--- src/lfv_params.svh ---
`ifndef LFV_PARAMS_SVH
`define LFV_PARAMS_SVH
// ************************************************************
// Clock, prescaler and timing figures.
// ************************************************************
`define LFV_CLK_MHZ    200
`define LFV_TICK_US    1
`define LFV_REC_S      4
`define LFV_SHORT_MS   90
`define LFV_SOFT_US    200
`define LFV_TOUT_NS    6500
`define LFV_DLY_NS     250
`define LFV_LEB_NS     300
`define LFV_WS_CYCLES  4
// ************************************************************
// Set-point steps in percent, falling and rising.
// ************************************************************
`define LFV_DN0 78
`define LFV_DN1 50
`define LFV_DN2 30
`define LFV_DN3 15
`define LFV_DN4 6
`define LFV_UP0 75
`define LFV_UP1 53
`define LFV_UP2 33
`define LFV_UP3 20
`define LFV_UP4 8
// ************************************************************
// Reset values.
// ************************************************************
`define LFV_VALLEY_RST 5'h01
`define LFV_BAND_RST   3'h0
`endif

--- src/lfv_pkg.sv ---
package lfv_pkg;
    typedef enum logic [2:0] {ST_OFF, ST_FAULT, ST_RUN, ST_STOP, ST_AR, ST_LATCH} lfv_state_t;
    typedef logic [4:0] lfv_valley_t;
    typedef logic [2:0] lfv_band_t;
    localparam lfv_valley_t LFV_VLL [6] = '{5'h01, 5'h02, 5'h04, 5'h07, 5'h0b, 5'h0d};
    localparam lfv_valley_t LFV_VHA [6] = '{5'h02, 5'h03, 5'h05, 5'h08, 5'h0c, 5'h0f};
    localparam lfv_valley_t LFV_VHB [6] = '{5'h03, 5'h04, 5'h06, 5'h09, 5'h0d, 5'h10};
endpackage : lfv_pkg

--- src/lfv_ctrl.sv ---
`timescale 1ns/1ps
`include "lfv_params.svh"
// Notes on behaviour
// - Auto-recovery variant: four short cycles stop drive, wait four seconds, restart.
// - Latched variant: four short cycles stop drive and latch the device stopped.
// - Short latch clears on supply off, dimming low four seconds, or brown-out rise.
// - Clearing the short latch always leads into off mode.
// - Dimming below enable level disables gate drive pulses.
// - Dimming drop ramps peak command to zero within 200 us, then halts.
// - Dimming low for four seconds continuously enters off mode.
// - Off mode exits only when dimming exceeds enable level plus hysteresis.
// - Supply over-voltage stops drive: auto-recovery or latched per variant.
// - Over-voltage recovery waits four seconds, restarts via off then fault mode.
// - Over-voltage latch clears on the same three events, then off mode.
// - Valley chosen from line and dimming level, held until they change.
// - Full current: valley one low line; two or three at high line.
// - Line is high above 2.4 V, low again below 2.3 V.
// - Valley steps at fixed set-point percentages with separate rising thresholds.
// - A valley registers when zero-cross sense falls through its threshold.
// - A fixed 250 ns delay follows a valley before switch turn-on.
// - Sense low for 6.5 us yields a timeout pulse counted as valley.
// - Short timer reaching 90 ms stops pulsing, waits four seconds, restarts.
// - Short timer is disabled while dimming is below enable level.
// - Line feed-forward offset is applied only while the switch is on.
// - Winding short comparator counts only inside the blanking window.
// - Fault mode checks current sense pin; short starts recovery, else pulses.
module lfv_ctrl
    import lfv_pkg::*;
#(
    parameter int PK_W        = 8,
    parameter int REC_TICKS   = `LFV_REC_S * 1000000 / `LFV_TICK_US,
    parameter int SHORT_TICKS = `LFV_SHORT_MS * 1000 / `LFV_TICK_US,
    parameter int LEB_NS      = `LFV_LEB_NS
) (
    // Clock and reset.
    input  wire logic              clk_sys_i,
    input  wire logic              nrst_i,
    // Comparator and status pins.
    input  wire logic              latched_variant_i,
    input  wire logic              cs_short_cmp_i,
    input  wire logic              cs_peak_cmp_i,
    input  wire logic              cs_pin_short_i,
    input  wire logic              zcd_valley_cmp_i,
    input  wire logic              zcd_short_cmp_i,
    input  wire logic              dim_en_cmp_i,
    input  wire logic              dim_hys_cmp_i,
    input  wire logic              supply_ovp_cmp_i,
    input  wire logic              supply_off_cmp_i,
    input  wire logic              line_low_fault_i,
    input  wire logic              line_hi_cmp_i,
    input  wire logic              line_lo_cmp_i,
    input  wire logic              thermal_shutdown_i,
    // Set-points from core logic.
    input  wire logic [6:0]        dim_level_i,
    input  wire logic [PK_W-1:0]   peak_set_i,
    // Drive and status.
    output logic                   gate_drive_out_o,
    output logic                   lff_offset_en_o,
    output logic [PK_W-1:0]        peak_cmd_o,
    output logic [4:0]             valley_sel_o,
    output logic                   high_line_o,
    output logic                   off_mode_o,
    output logic                   fault_mode_o,
    output logic                   run_mode_o,
    output logic                   ar_mode_o,
    output logic                   latched_o,
    output logic                   winding_short_protect_o,
    output logic                   short_timer_trip_o
);
    localparam int TICK_CYC = `LFV_CLK_MHZ * `LFV_TICK_US;
    localparam int TOUT_CYC = `LFV_TOUT_NS * `LFV_CLK_MHZ / 1000;
    localparam int DLY_CYC  = (`LFV_DLY_NS * `LFV_CLK_MHZ + 999) / 1000;
    localparam int LEB_CYC  = (LEB_NS * `LFV_CLK_MHZ + 999) / 1000;
    localparam int SS_TICKS = `LFV_SOFT_US / `LFV_TICK_US;
    localparam int SS_STEP  = ((1 << PK_W) - 1 + SS_TICKS - 1) / SS_TICKS;
    localparam int TW = $clog2(TICK_CYC);
    localparam int OW = $clog2(TOUT_CYC);
    localparam int DW = $clog2(DLY_CYC + 1);
    localparam int LW = $clog2(LEB_CYC + 1);
    localparam int RW = $clog2(REC_TICKS + 1);
    localparam int SW = $clog2(SHORT_TICKS + 1);
    localparam logic [PK_W-1:0] STEP_V = PK_W'(SS_STEP);

    // ************************************************************
    // Valley selection functions.
    // ************************************************************
    function automatic lfv_band_t band_next(input lfv_band_t b, input logic [6:0] lv);
        logic [6:0] dn;
        logic [6:0] up;
        logic [6:0] pdn;
        dn = 7'h00;
        up = 7'h7f;
        pdn = 7'h00;
        case (b)
            3'h0: begin dn = 7'(`LFV_DN0); end
            3'h1: begin dn = 7'(`LFV_DN1); up = 7'(`LFV_UP0); pdn = 7'(`LFV_DN0); end
            3'h2: begin dn = 7'(`LFV_DN2); up = 7'(`LFV_UP1); pdn = 7'(`LFV_DN1); end
            3'h3: begin dn = 7'(`LFV_DN3); up = 7'(`LFV_UP2); pdn = 7'(`LFV_DN2); end
            3'h4: begin dn = 7'(`LFV_DN4); up = 7'(`LFV_UP3); pdn = 7'(`LFV_DN3); end
            default: begin up = 7'(`LFV_UP4); pdn = 7'(`LFV_DN4); end
        endcase
        // Rising needs the lower band's falling level too, so 75..78 cannot oscillate.
        if (b != 3'h5 && lv < dn) begin
            band_next = b + 3'h1;
        end else if (b != 3'h0 && lv > up && lv >= pdn) begin
            band_next = b - 3'h1;
        end else begin
            band_next = b;
        end
    endfunction : band_next

    function automatic lfv_valley_t valley_of(input lfv_band_t b, input logic hi,
                                              input logic lat);
        if (!hi) begin
            valley_of = LFV_VLL[b];
        end else if (lat) begin
            valley_of = LFV_VHA[b];
        end else begin
            valley_of = LFV_VHB[b];
        end
    endfunction : valley_of

    // ************************************************************
    // Input synchronisers and prescaler.
    // ************************************************************
    logic [13:0]       s1_q;
    logic [13:0]       s2_q;
    logic              strap_s, csh_s, cpk_s, cpin_s, zv_s, zs_s, den_s, dhys_s;
    logic              ovp_s, soff_s, bo_s, lhi_s, llo_s, tsd_s;
    logic [TW-1:0]     tick_cnt_q;
    logic              tick_q;
    logic              tick_wrap;

    assign {strap_s, csh_s, cpk_s, cpin_s, zv_s, zs_s, den_s, dhys_s,
            ovp_s, soff_s, bo_s, lhi_s, llo_s, tsd_s} = s2_q;
    assign tick_wrap = tick_cnt_q == TW'(TICK_CYC - 1);

    always_ff @(posedge clk_sys_i or negedge nrst_i) begin
        if (!nrst_i) begin
            s1_q       <= '0;
            s2_q       <= '0;
            tick_cnt_q <= '0;
            tick_q     <= 1'b0;
        end else begin
            s1_q       <= {latched_variant_i, cs_short_cmp_i, cs_peak_cmp_i, cs_pin_short_i,
                           zcd_valley_cmp_i, zcd_short_cmp_i, dim_en_cmp_i, dim_hys_cmp_i,
                           supply_ovp_cmp_i, supply_off_cmp_i, line_low_fault_i,
                           line_hi_cmp_i, line_lo_cmp_i, thermal_shutdown_i};
            s2_q       <= s1_q;
            tick_cnt_q <= tick_wrap ? '0 : tick_cnt_q + 1'b1;
            tick_q     <= tick_wrap;
        end
    end

    // ************************************************************
    // Datapath wires.
    // ************************************************************
    lfv_state_t        state_q, state_d;
    logic [1:0]        init_q;
    logic              latched_q, bo_prev_q, zv_prev_q, ar_dim_q, line_hi_q, line_hi_d;
    lfv_band_t         band_q, band_d;
    logic [4:0]        valley_q, vcnt_q, vcnt_d;
    logic [OW-1:0]     tout_cnt_q, tout_cnt_d;
    logic [DW-1:0]     dly_cnt_q;
    logic [LW-1:0]     leb_cnt_q;
    logic [RW-1:0]     dl_cnt_q, dl_cnt_d, rec_cnt_q, rec_cnt_d;
    logic [SW-1:0]     sc_cnt_q, sc_cnt_d;
    logic [2:0]        ws_cnt_q, ws_cnt_d;
    logic              dly_act_q, dly_act_d, gate_q, gate_d, ws_hit_q, ws_hit_d;
    logic [PK_W-1:0]   peak_q, peak_d, peak_up, peak_dn;
    logic              sw, sw_d, bo_rise, val_ev, tout_wrap, wait_v, dly_go, dly_done;
    logic              blank, gate_off, cyc_end, ws_now, ws_trip, sc_trip, dl4, rec_done;
    logic              go_off, trip_lat;

    assign sw        = state_q == ST_RUN || state_q == ST_STOP;
    assign sw_d      = state_d == ST_RUN || state_d == ST_STOP;
    assign bo_rise   = bo_s && !bo_prev_q;
    assign line_hi_d = lhi_s ? 1'b1 : (llo_s ? 1'b0 : line_hi_q);
    assign band_d    = band_next(band_q, dim_level_i);
    assign tout_wrap = zv_s && tout_cnt_q == OW'(TOUT_CYC - 1);
    assign tout_cnt_d = (zv_s && !tout_wrap) ? tout_cnt_q + 1'b1 : '0;
    assign val_ev    = (zv_s && !zv_prev_q) || tout_wrap;
    assign wait_v    = sw && !gate_q && !dly_act_q;
    assign vcnt_d    = !wait_v ? 5'h00 : (val_ev ? vcnt_q + 5'h01 : vcnt_q);
    assign dly_go    = wait_v && val_ev && (5'(vcnt_q + 5'h01) >= valley_q);
    assign dly_done  = dly_act_q && dly_cnt_q == DW'(DLY_CYC - 1);
    assign dly_act_d = sw_d && (dly_go || (dly_act_q && !dly_done));
    assign blank     = gate_q && leb_cnt_q < LW'(LEB_CYC);
    assign ws_now    = csh_s && blank;
    assign ws_trip   = ws_cnt_q == 3'(`LFV_WS_CYCLES);
    assign gate_off  = (cpk_s && !blank) || ws_trip;
    assign gate_d    = sw_d && den_s && (dly_done || (gate_q && !gate_off));
    assign cyc_end   = gate_q && !gate_d;
    assign ws_hit_d  = gate_q && (ws_hit_q || ws_now);
    assign ws_cnt_d  = !sw ? 3'h0 : ((cyc_end && (ws_hit_q || ws_now)) ? ws_cnt_q + 3'h1 : ws_cnt_q);
    assign sc_cnt_d  = (sw && den_s && zs_s) ? ((tick_q && !sc_trip) ? sc_cnt_q + 1'b1 : sc_cnt_q) : '0;
    assign sc_trip   = sc_cnt_q == SW'(SHORT_TICKS);
    assign dl_cnt_d  = den_s ? '0 : ((tick_q && !dl4) ? dl_cnt_q + 1'b1 : dl_cnt_q);
    assign dl4       = dl_cnt_q == RW'(REC_TICKS);
    assign rec_cnt_d = (state_q == ST_AR) ? ((tick_q && !rec_done) ? rec_cnt_q + 1'b1 : rec_cnt_q) : '0;
    assign rec_done  = rec_cnt_q == RW'(REC_TICKS);
    assign go_off    = soff_s || tsd_s || bo_rise || (dl4 && state_q != ST_OFF);
    assign trip_lat  = (ovp_s || ws_trip) && latched_q;
    assign peak_up   = (peak_set_i - peak_q > STEP_V) ? peak_q + STEP_V : peak_set_i;
    assign peak_dn   = (peak_q > STEP_V) ? peak_q - STEP_V : '0;

    // ************************************************************
    // Mode sequencer.
    // ************************************************************
    always_comb begin
        state_d = state_q;
        if (go_off) begin
            state_d = ST_OFF;
        end else begin
            case (state_q)
                ST_OFF: begin
                    if (dhys_s && !bo_s) state_d = ST_FAULT;
                end
                ST_FAULT: begin
                    state_d = cpin_s ? ST_AR : ST_RUN;
                end
                ST_RUN, ST_STOP: begin
                    if (trip_lat) begin
                        state_d = ST_LATCH;
                    end else if (ovp_s || ws_trip || sc_trip) begin
                        state_d = ST_AR;
                    end else if (state_q == ST_RUN && !den_s) begin
                        state_d = ST_STOP;
                    end else if (state_q == ST_STOP && den_s) begin
                        state_d = ST_RUN;
                    end else if (state_q == ST_STOP && peak_q == '0 && !gate_q) begin
                        state_d = ST_AR;
                    end
                end
                ST_AR: begin
                    if (ar_dim_q && den_s) begin
                        state_d = ST_RUN;
                    end else if (!ar_dim_q && rec_done) begin
                        state_d = ST_OFF;
                    end
                end
                ST_LATCH: begin
                    state_d = ST_LATCH;
                end
                default: begin
                    state_d = ST_OFF;
                end
            endcase
        end
    end

    always_comb begin
        case (state_q)
            ST_RUN: begin
                peak_d = (peak_q >= peak_set_i) ? peak_set_i : (tick_q ? peak_up : peak_q);
            end
            ST_STOP: begin
                peak_d = tick_q ? peak_dn : peak_q;
            end
            default: begin
                peak_d = '0;
            end
        endcase
    end

    // ************************************************************
    // Registers.
    // ************************************************************
    always_ff @(posedge clk_sys_i or negedge nrst_i) begin
        if (!nrst_i) begin
            state_q    <= ST_OFF;
            init_q     <= 2'h0;
            latched_q  <= 1'b0;
            bo_prev_q  <= 1'b0;
            zv_prev_q  <= 1'b0;
            ar_dim_q   <= 1'b0;
            line_hi_q  <= 1'b0;
            band_q     <= `LFV_BAND_RST;
            valley_q   <= `LFV_VALLEY_RST;
            vcnt_q     <= 5'h00;
            tout_cnt_q <= '0;
            dly_act_q  <= 1'b0;
            dly_cnt_q  <= '0;
            leb_cnt_q  <= '0;
            gate_q     <= 1'b0;
            ws_hit_q   <= 1'b0;
            ws_cnt_q   <= 3'h0;
            sc_cnt_q   <= '0;
            dl_cnt_q   <= '0;
            rec_cnt_q  <= '0;
            peak_q     <= '0;
        end else begin
            state_q    <= (init_q == 2'h3) ? state_d : ST_OFF;
            init_q     <= (init_q == 2'h3) ? init_q : init_q + 2'h1;
            latched_q  <= (init_q == 2'h3) ? latched_q : strap_s;
            bo_prev_q  <= bo_s;
            zv_prev_q  <= zv_s;
            ar_dim_q   <= (state_d == ST_AR && state_q != ST_AR) ? (state_q == ST_STOP) : ar_dim_q;
            line_hi_q  <= line_hi_d;
            band_q     <= band_d;
            valley_q   <= valley_of(band_q, line_hi_q, latched_q);
            vcnt_q     <= vcnt_d;
            tout_cnt_q <= tout_cnt_d;
            dly_act_q  <= dly_act_d;
            dly_cnt_q  <= dly_act_q ? dly_cnt_q + 1'b1 : '0;
            leb_cnt_q  <= !gate_q ? '0 : (blank ? leb_cnt_q + 1'b1 : leb_cnt_q);
            gate_q     <= gate_d;
            ws_hit_q   <= ws_hit_d;
            ws_cnt_q   <= ws_cnt_d;
            sc_cnt_q   <= sc_cnt_d;
            dl_cnt_q   <= dl_cnt_d;
            rec_cnt_q  <= rec_cnt_d;
            peak_q     <= peak_d;
        end
    end

    always_ff @(posedge clk_sys_i or negedge nrst_i) begin
        if (!nrst_i) begin
            lff_offset_en_o         <= 1'b0;
            off_mode_o              <= 1'b1;
            fault_mode_o            <= 1'b0;
            run_mode_o              <= 1'b0;
            ar_mode_o               <= 1'b0;
            latched_o               <= 1'b0;
            winding_short_protect_o <= 1'b0;
            short_timer_trip_o      <= 1'b0;
        end else begin
            lff_offset_en_o         <= gate_d;
            off_mode_o              <= state_d == ST_OFF;
            fault_mode_o            <= state_d == ST_FAULT;
            run_mode_o              <= sw_d;
            ar_mode_o               <= state_d == ST_AR;
            latched_o               <= state_d == ST_LATCH;
            winding_short_protect_o <= ws_trip && sw;
            short_timer_trip_o      <= sc_trip && sw;
        end
    end

    assign gate_drive_out_o = gate_q;
    assign peak_cmd_o       = peak_q;
    assign valley_sel_o     = valley_q;
    assign high_line_o      = line_hi_q;
endmodule : lfv_ctrl

--- config.mk ---
export PLATFORM = sky130hd
export DESIGN_NAME = lfv_ctrl
export DESIGN_NICKNAME = d
export VERILOG_FILES = /design/src/lfv_pkg.sv /design/src/lfv_ctrl.sv
export VERILOG_INCLUDE_DIRS = /design/src /design/src/src
export SDC_FILE = /design/constraint.sdc
export NUM_CORES = 1
export LEC_CHECK = 0
export BUFFER_PORTS_ARGS = -buffer_cell sky130_fd_sc_hd__buf_2
export CAP_MARGIN = 20
export CORE_MARGIN = 1
export CORE_UTILIZATION = 35
export CTS_BUF_LIST = sky130_fd_sc_hd__clkbuf_16
export DETAILED_ROUTE_END_ITERATION = 10
export PLACE_DENSITY = 0.58
export SYNTH_ARGS = -nofsm -noshare
export SYNTH_HDL_FRONTEND = slang
export SYNTH_SLANG_ARGS = --single-unit
--- constraint.sdc ---
create_clock -name clk_sys_i -period 4.1 [get_ports clk_sys_i]
set_clock_uncertainty 0.1 [all_clocks]
set_input_delay 0.82 -clock clk_sys_i [delete_from_list [all_inputs] [get_ports clk_sys_i]]
set_output_delay 0.82 -clock clk_sys_i [all_outputs]
set_load 0.03 [all_outputs]
==> metrics.txt <==
DR WL/cell 14.0 um; Crit Path Category reg2reg; WP buf/inv 3; crit-path cells inv_1, ha_1, ha_1, inv_1, nand2_1, a21oi_1, ha_1, o21ai_0, a21oi_1, nor3_1, nor2_1, o311ai_0, buf_4, nor3b_1, or3_1; Die ar. 0.0262 mm2; hold path depth 0; Gates resized, CTS repair 0; part of the cycle the worst path needs 82.4%; Post-CTS Hold Buffers 0; Max Transition Viols Final 0; Final #Nets 1,069; CTS root buffer clkbuf_16; via count 6,677; Combinational Power Share 21.6%; hold_sp s1_q[4]; Final Critical Period 3.38 ns; R2R setup slack 0.72 ns; endpoint type of the worst setup path register; Antenna Violating Nets Remaining 0; initial DRC count 432; flops & latches, synth 165; global-route wire length before repair 31,800 um; Synth cell types 72; reg2reg start band_q[0]; all-layer global routing usage 14.9%; largest net degree at the start of global routing 75; Seq pwr share 41.4%; Post-DP HPWL 13,400 um; Worst Hold Class reg2reg; DRT Pass-1 Iters 5; WP depth 15; cell family with most CP delay adder cells; die height 162 um; Syn Nets 1,011; outcome completed; Initial Utilization 35.6%; yosys warns 0; setup TNS 0 ns; row cnt 58; CP Launch Point band_q[0]; DR vias/cell 5.06; core area 0.0251 mm2; RSZ-0062 raised after global routing no; initial antenna violation count 0; Post-Syn Area 0.00894 mm2; slew margin rel. 36.3%; DRC Markers 0; Crit path required time 4.30 ns; Net Sw Frac 30.0%; Inserted Clock Buffers 17; Worst path most repeated cell ha_1; Critical Path AT 3.58 ns; Power Dens Cells 418 mW/mm2; critical-path maximum fanout 8; R2R cell count 15; final setup fails 0; switching pwr 1.27 mW; Max Freq 296 MHz; Clk network pwr share 37.0%; io pins 54; Clk Latency, worst-skew pair 0.42 ns; Internal 2.98 mW; vias in the first global route 6,475; slew at the pin closest to its max-slew limit 0.931 ns; post-CTS setup repair buffer count 0; clock-pin slew on the worst setup and hold paths 0.07 ns; final core occ 40.5%; fillers 2,526; TritonCTS clock tree built; Die Wd 162 um; syn avg cell area 9.73 um2; nature of the critical path startpoint register; port bufs 53; crit path capture band_q[1]; hold slack 0.245 ns; max_cap viols 0; GP Congestion 0.906; Max IR drop VDD 0.192 mV; Area Growth Syn to Fin 13.7%; Crit path largest cell delay 0.49 ns; asr flop ratio synth 100%; final hold vios 0; P_leak 4.34 nW; FF-to-FF End band_q[1]; diodes inserted 0; Routed WL 18,500 um; synthesized instance count 919; Slowest cell on crit path dfrtp_1; share of cells above drive strength 1 11.4%; TritonCTS sink count 165; ys flop type dfrtp_1; clock tree buffer depth 2; Seq/Total Area, Yosys 46.2%; global route total overflow 0; H-tree level count 4; number of enable flip-flop cells after synthesis 0
[final cells by class]
type	instances	area (um2)	area share, %
flip-flops and latches	165	4130	40.6
multi-input cells	685	4520	44.5
clock inverters	15	154	1.51
clock buffers	17	425	4.19
well taps	330	413	4.06
inverters	45	169	1.66
repair buffers	63	347	3.41
[state kept, by name, summed over array words and instances, names as in the netlist, 2 cells and up]
name,count
dl_cnt_q,22
rec_cnt_q,22
sc_cnt_q,17
s1_q,14
s2_q,14
tout_cnt_q,11
peak_cmd_o,8
tick_cnt_q,8
dly_cnt_q,6
leb_cnt_q,6
valley_sel_o,5
vcnt_q,5
band_q,3
state_q,3
ws_cnt_q,3
init_q,2
[power groups by stage]
| stage | Clock, mW | Sequential, mW | Combinational, mW |
|---|---|---|---|
| final | 1.57 | 1.76 | 0.918 |
| after global placement | 0 | 1.79 | 0.910 |
| after floorplan | 0 | 1.81 | 0.630 |
| after global routing | 1.68 | 1.77 | 1.06 |
| after CTS | 1.62 | 1.76 | 0.929 |
| after detailed placement | 0 | 1.79 | 0.921 |
[cell usage after synthesis, types with 8 or more instances]
master      n  share of area, %
a21o_1      8              0.67
a21oi_1    48               2.7
and2_1     13              0.91
and3_1     12              0.84
clkbuf_1   18              0.76
dfrtp_1   163                46
ha_1       60               8.4
inv_1      44               1.8
mux2i_1    11               1.2
nand2_1    63               2.6
nand3_1    40               2.2
nand4_1    27               1.9
nor2_1    102               4.3
nor2b_1    12              0.84
nor3_1     22               1.2
o21ai_0    52               2.9
or3_1      24               1.7
xnor2_1    38               3.7
xor2_1     41               4.0
[through the flow]
step | total power, mW | setup WS (ns) | instances | cell area, um2
2_1_floorplan | 2.44 | 0.663 | 919 | 8940
3_5_place_dp | 2.72 | 0.720 | 1288 | 9580
6_report | 4.25 | 0.722 | 1320 | 10200
3_3_place_gp | 2.70 | 0.812 | 1288 | 9580
4_1_cts | 4.31 | 0.706 | 1320 | 10200
5_1_grt | 4.52 | 0.439 | 1320 | 10200
[how the worst min path moves through the flow]
stage	slack (ns)	to
2_1_floorplan	0.23	s2_q[0]
3_3_place_gp	0.23	s2_q[7]
3_5_place_dp	0.24	s2_q[2]
4_1_cts	0.25	s2_q[4]
5_1_grt	0.25	s2_q[4]
6_report	0.25	s2_q[4]
[cell usage in the layout (no fill, tap or decap), types with 8 or more instances in the layout]
cell | netlist | final
nor3_1 | 22 | 22
nor2_1 | 102 | 102
nor2b_1 | 12 | 12
and2_1 | 13 | 13
buf_2 | 1 | 52
a21oi_1 | 48 | 48
xnor2_1 | 38 | 38
inv_1 | 44 | 45
o21ai_0 | 52 | 52
nand3_1 | 40 | 40
a21o_1 | 8 | 8
xor2_1 | 41 | 41
mux2i_1 | 11 | 11
clkbuf_16 | 0 | 17
and3_1 | 12 | 12
nand2_1 | 63 | 63
nand4_1 | 27 | 27
or3_1 | 24 | 24
ha_1 | 60 | 60
buf_4 | 3 | 10
dfrtp_1 | 163 | 163
[worst reg2reg max path, stage by stage, from the launching register on]
cell and delay [ns]:
dfrtp_1 0.49, inv_1 0.16, ha_1 0.29, ha_1 0.24
inv_1 0.12, nand2_1 0.11, a21oi_1 0.21, ha_1 0.28
o21ai_0 0.15, a21oi_1 0.06, nor3_1 0.13, nor2_1 0.06
o311ai_0 0.28, buf_4 0.19, nor3b_1 0.04, or3_1 0.33
[kinds of logic after synthesis]
kind of cell	after synthesis	share of synthesized area [%]
compound gates	163	11.3
mux	14	1.61
xor+xnor	79	7.74
fa+ha+maj	61	8.62
buf+inv	69	3.20
flops	165	46.2
simple gates	368	21.3
[layer usage]
layer,routed length (um),global-route usage [%],vias to the layer above
met4,289,5.06,0
met2,8300,23.4,107
met3,616,2.81,20
li1,-,-,3360
met1,9270,20.7,3190
met5,0,0,-
Power figures use the tool's default switching activity.
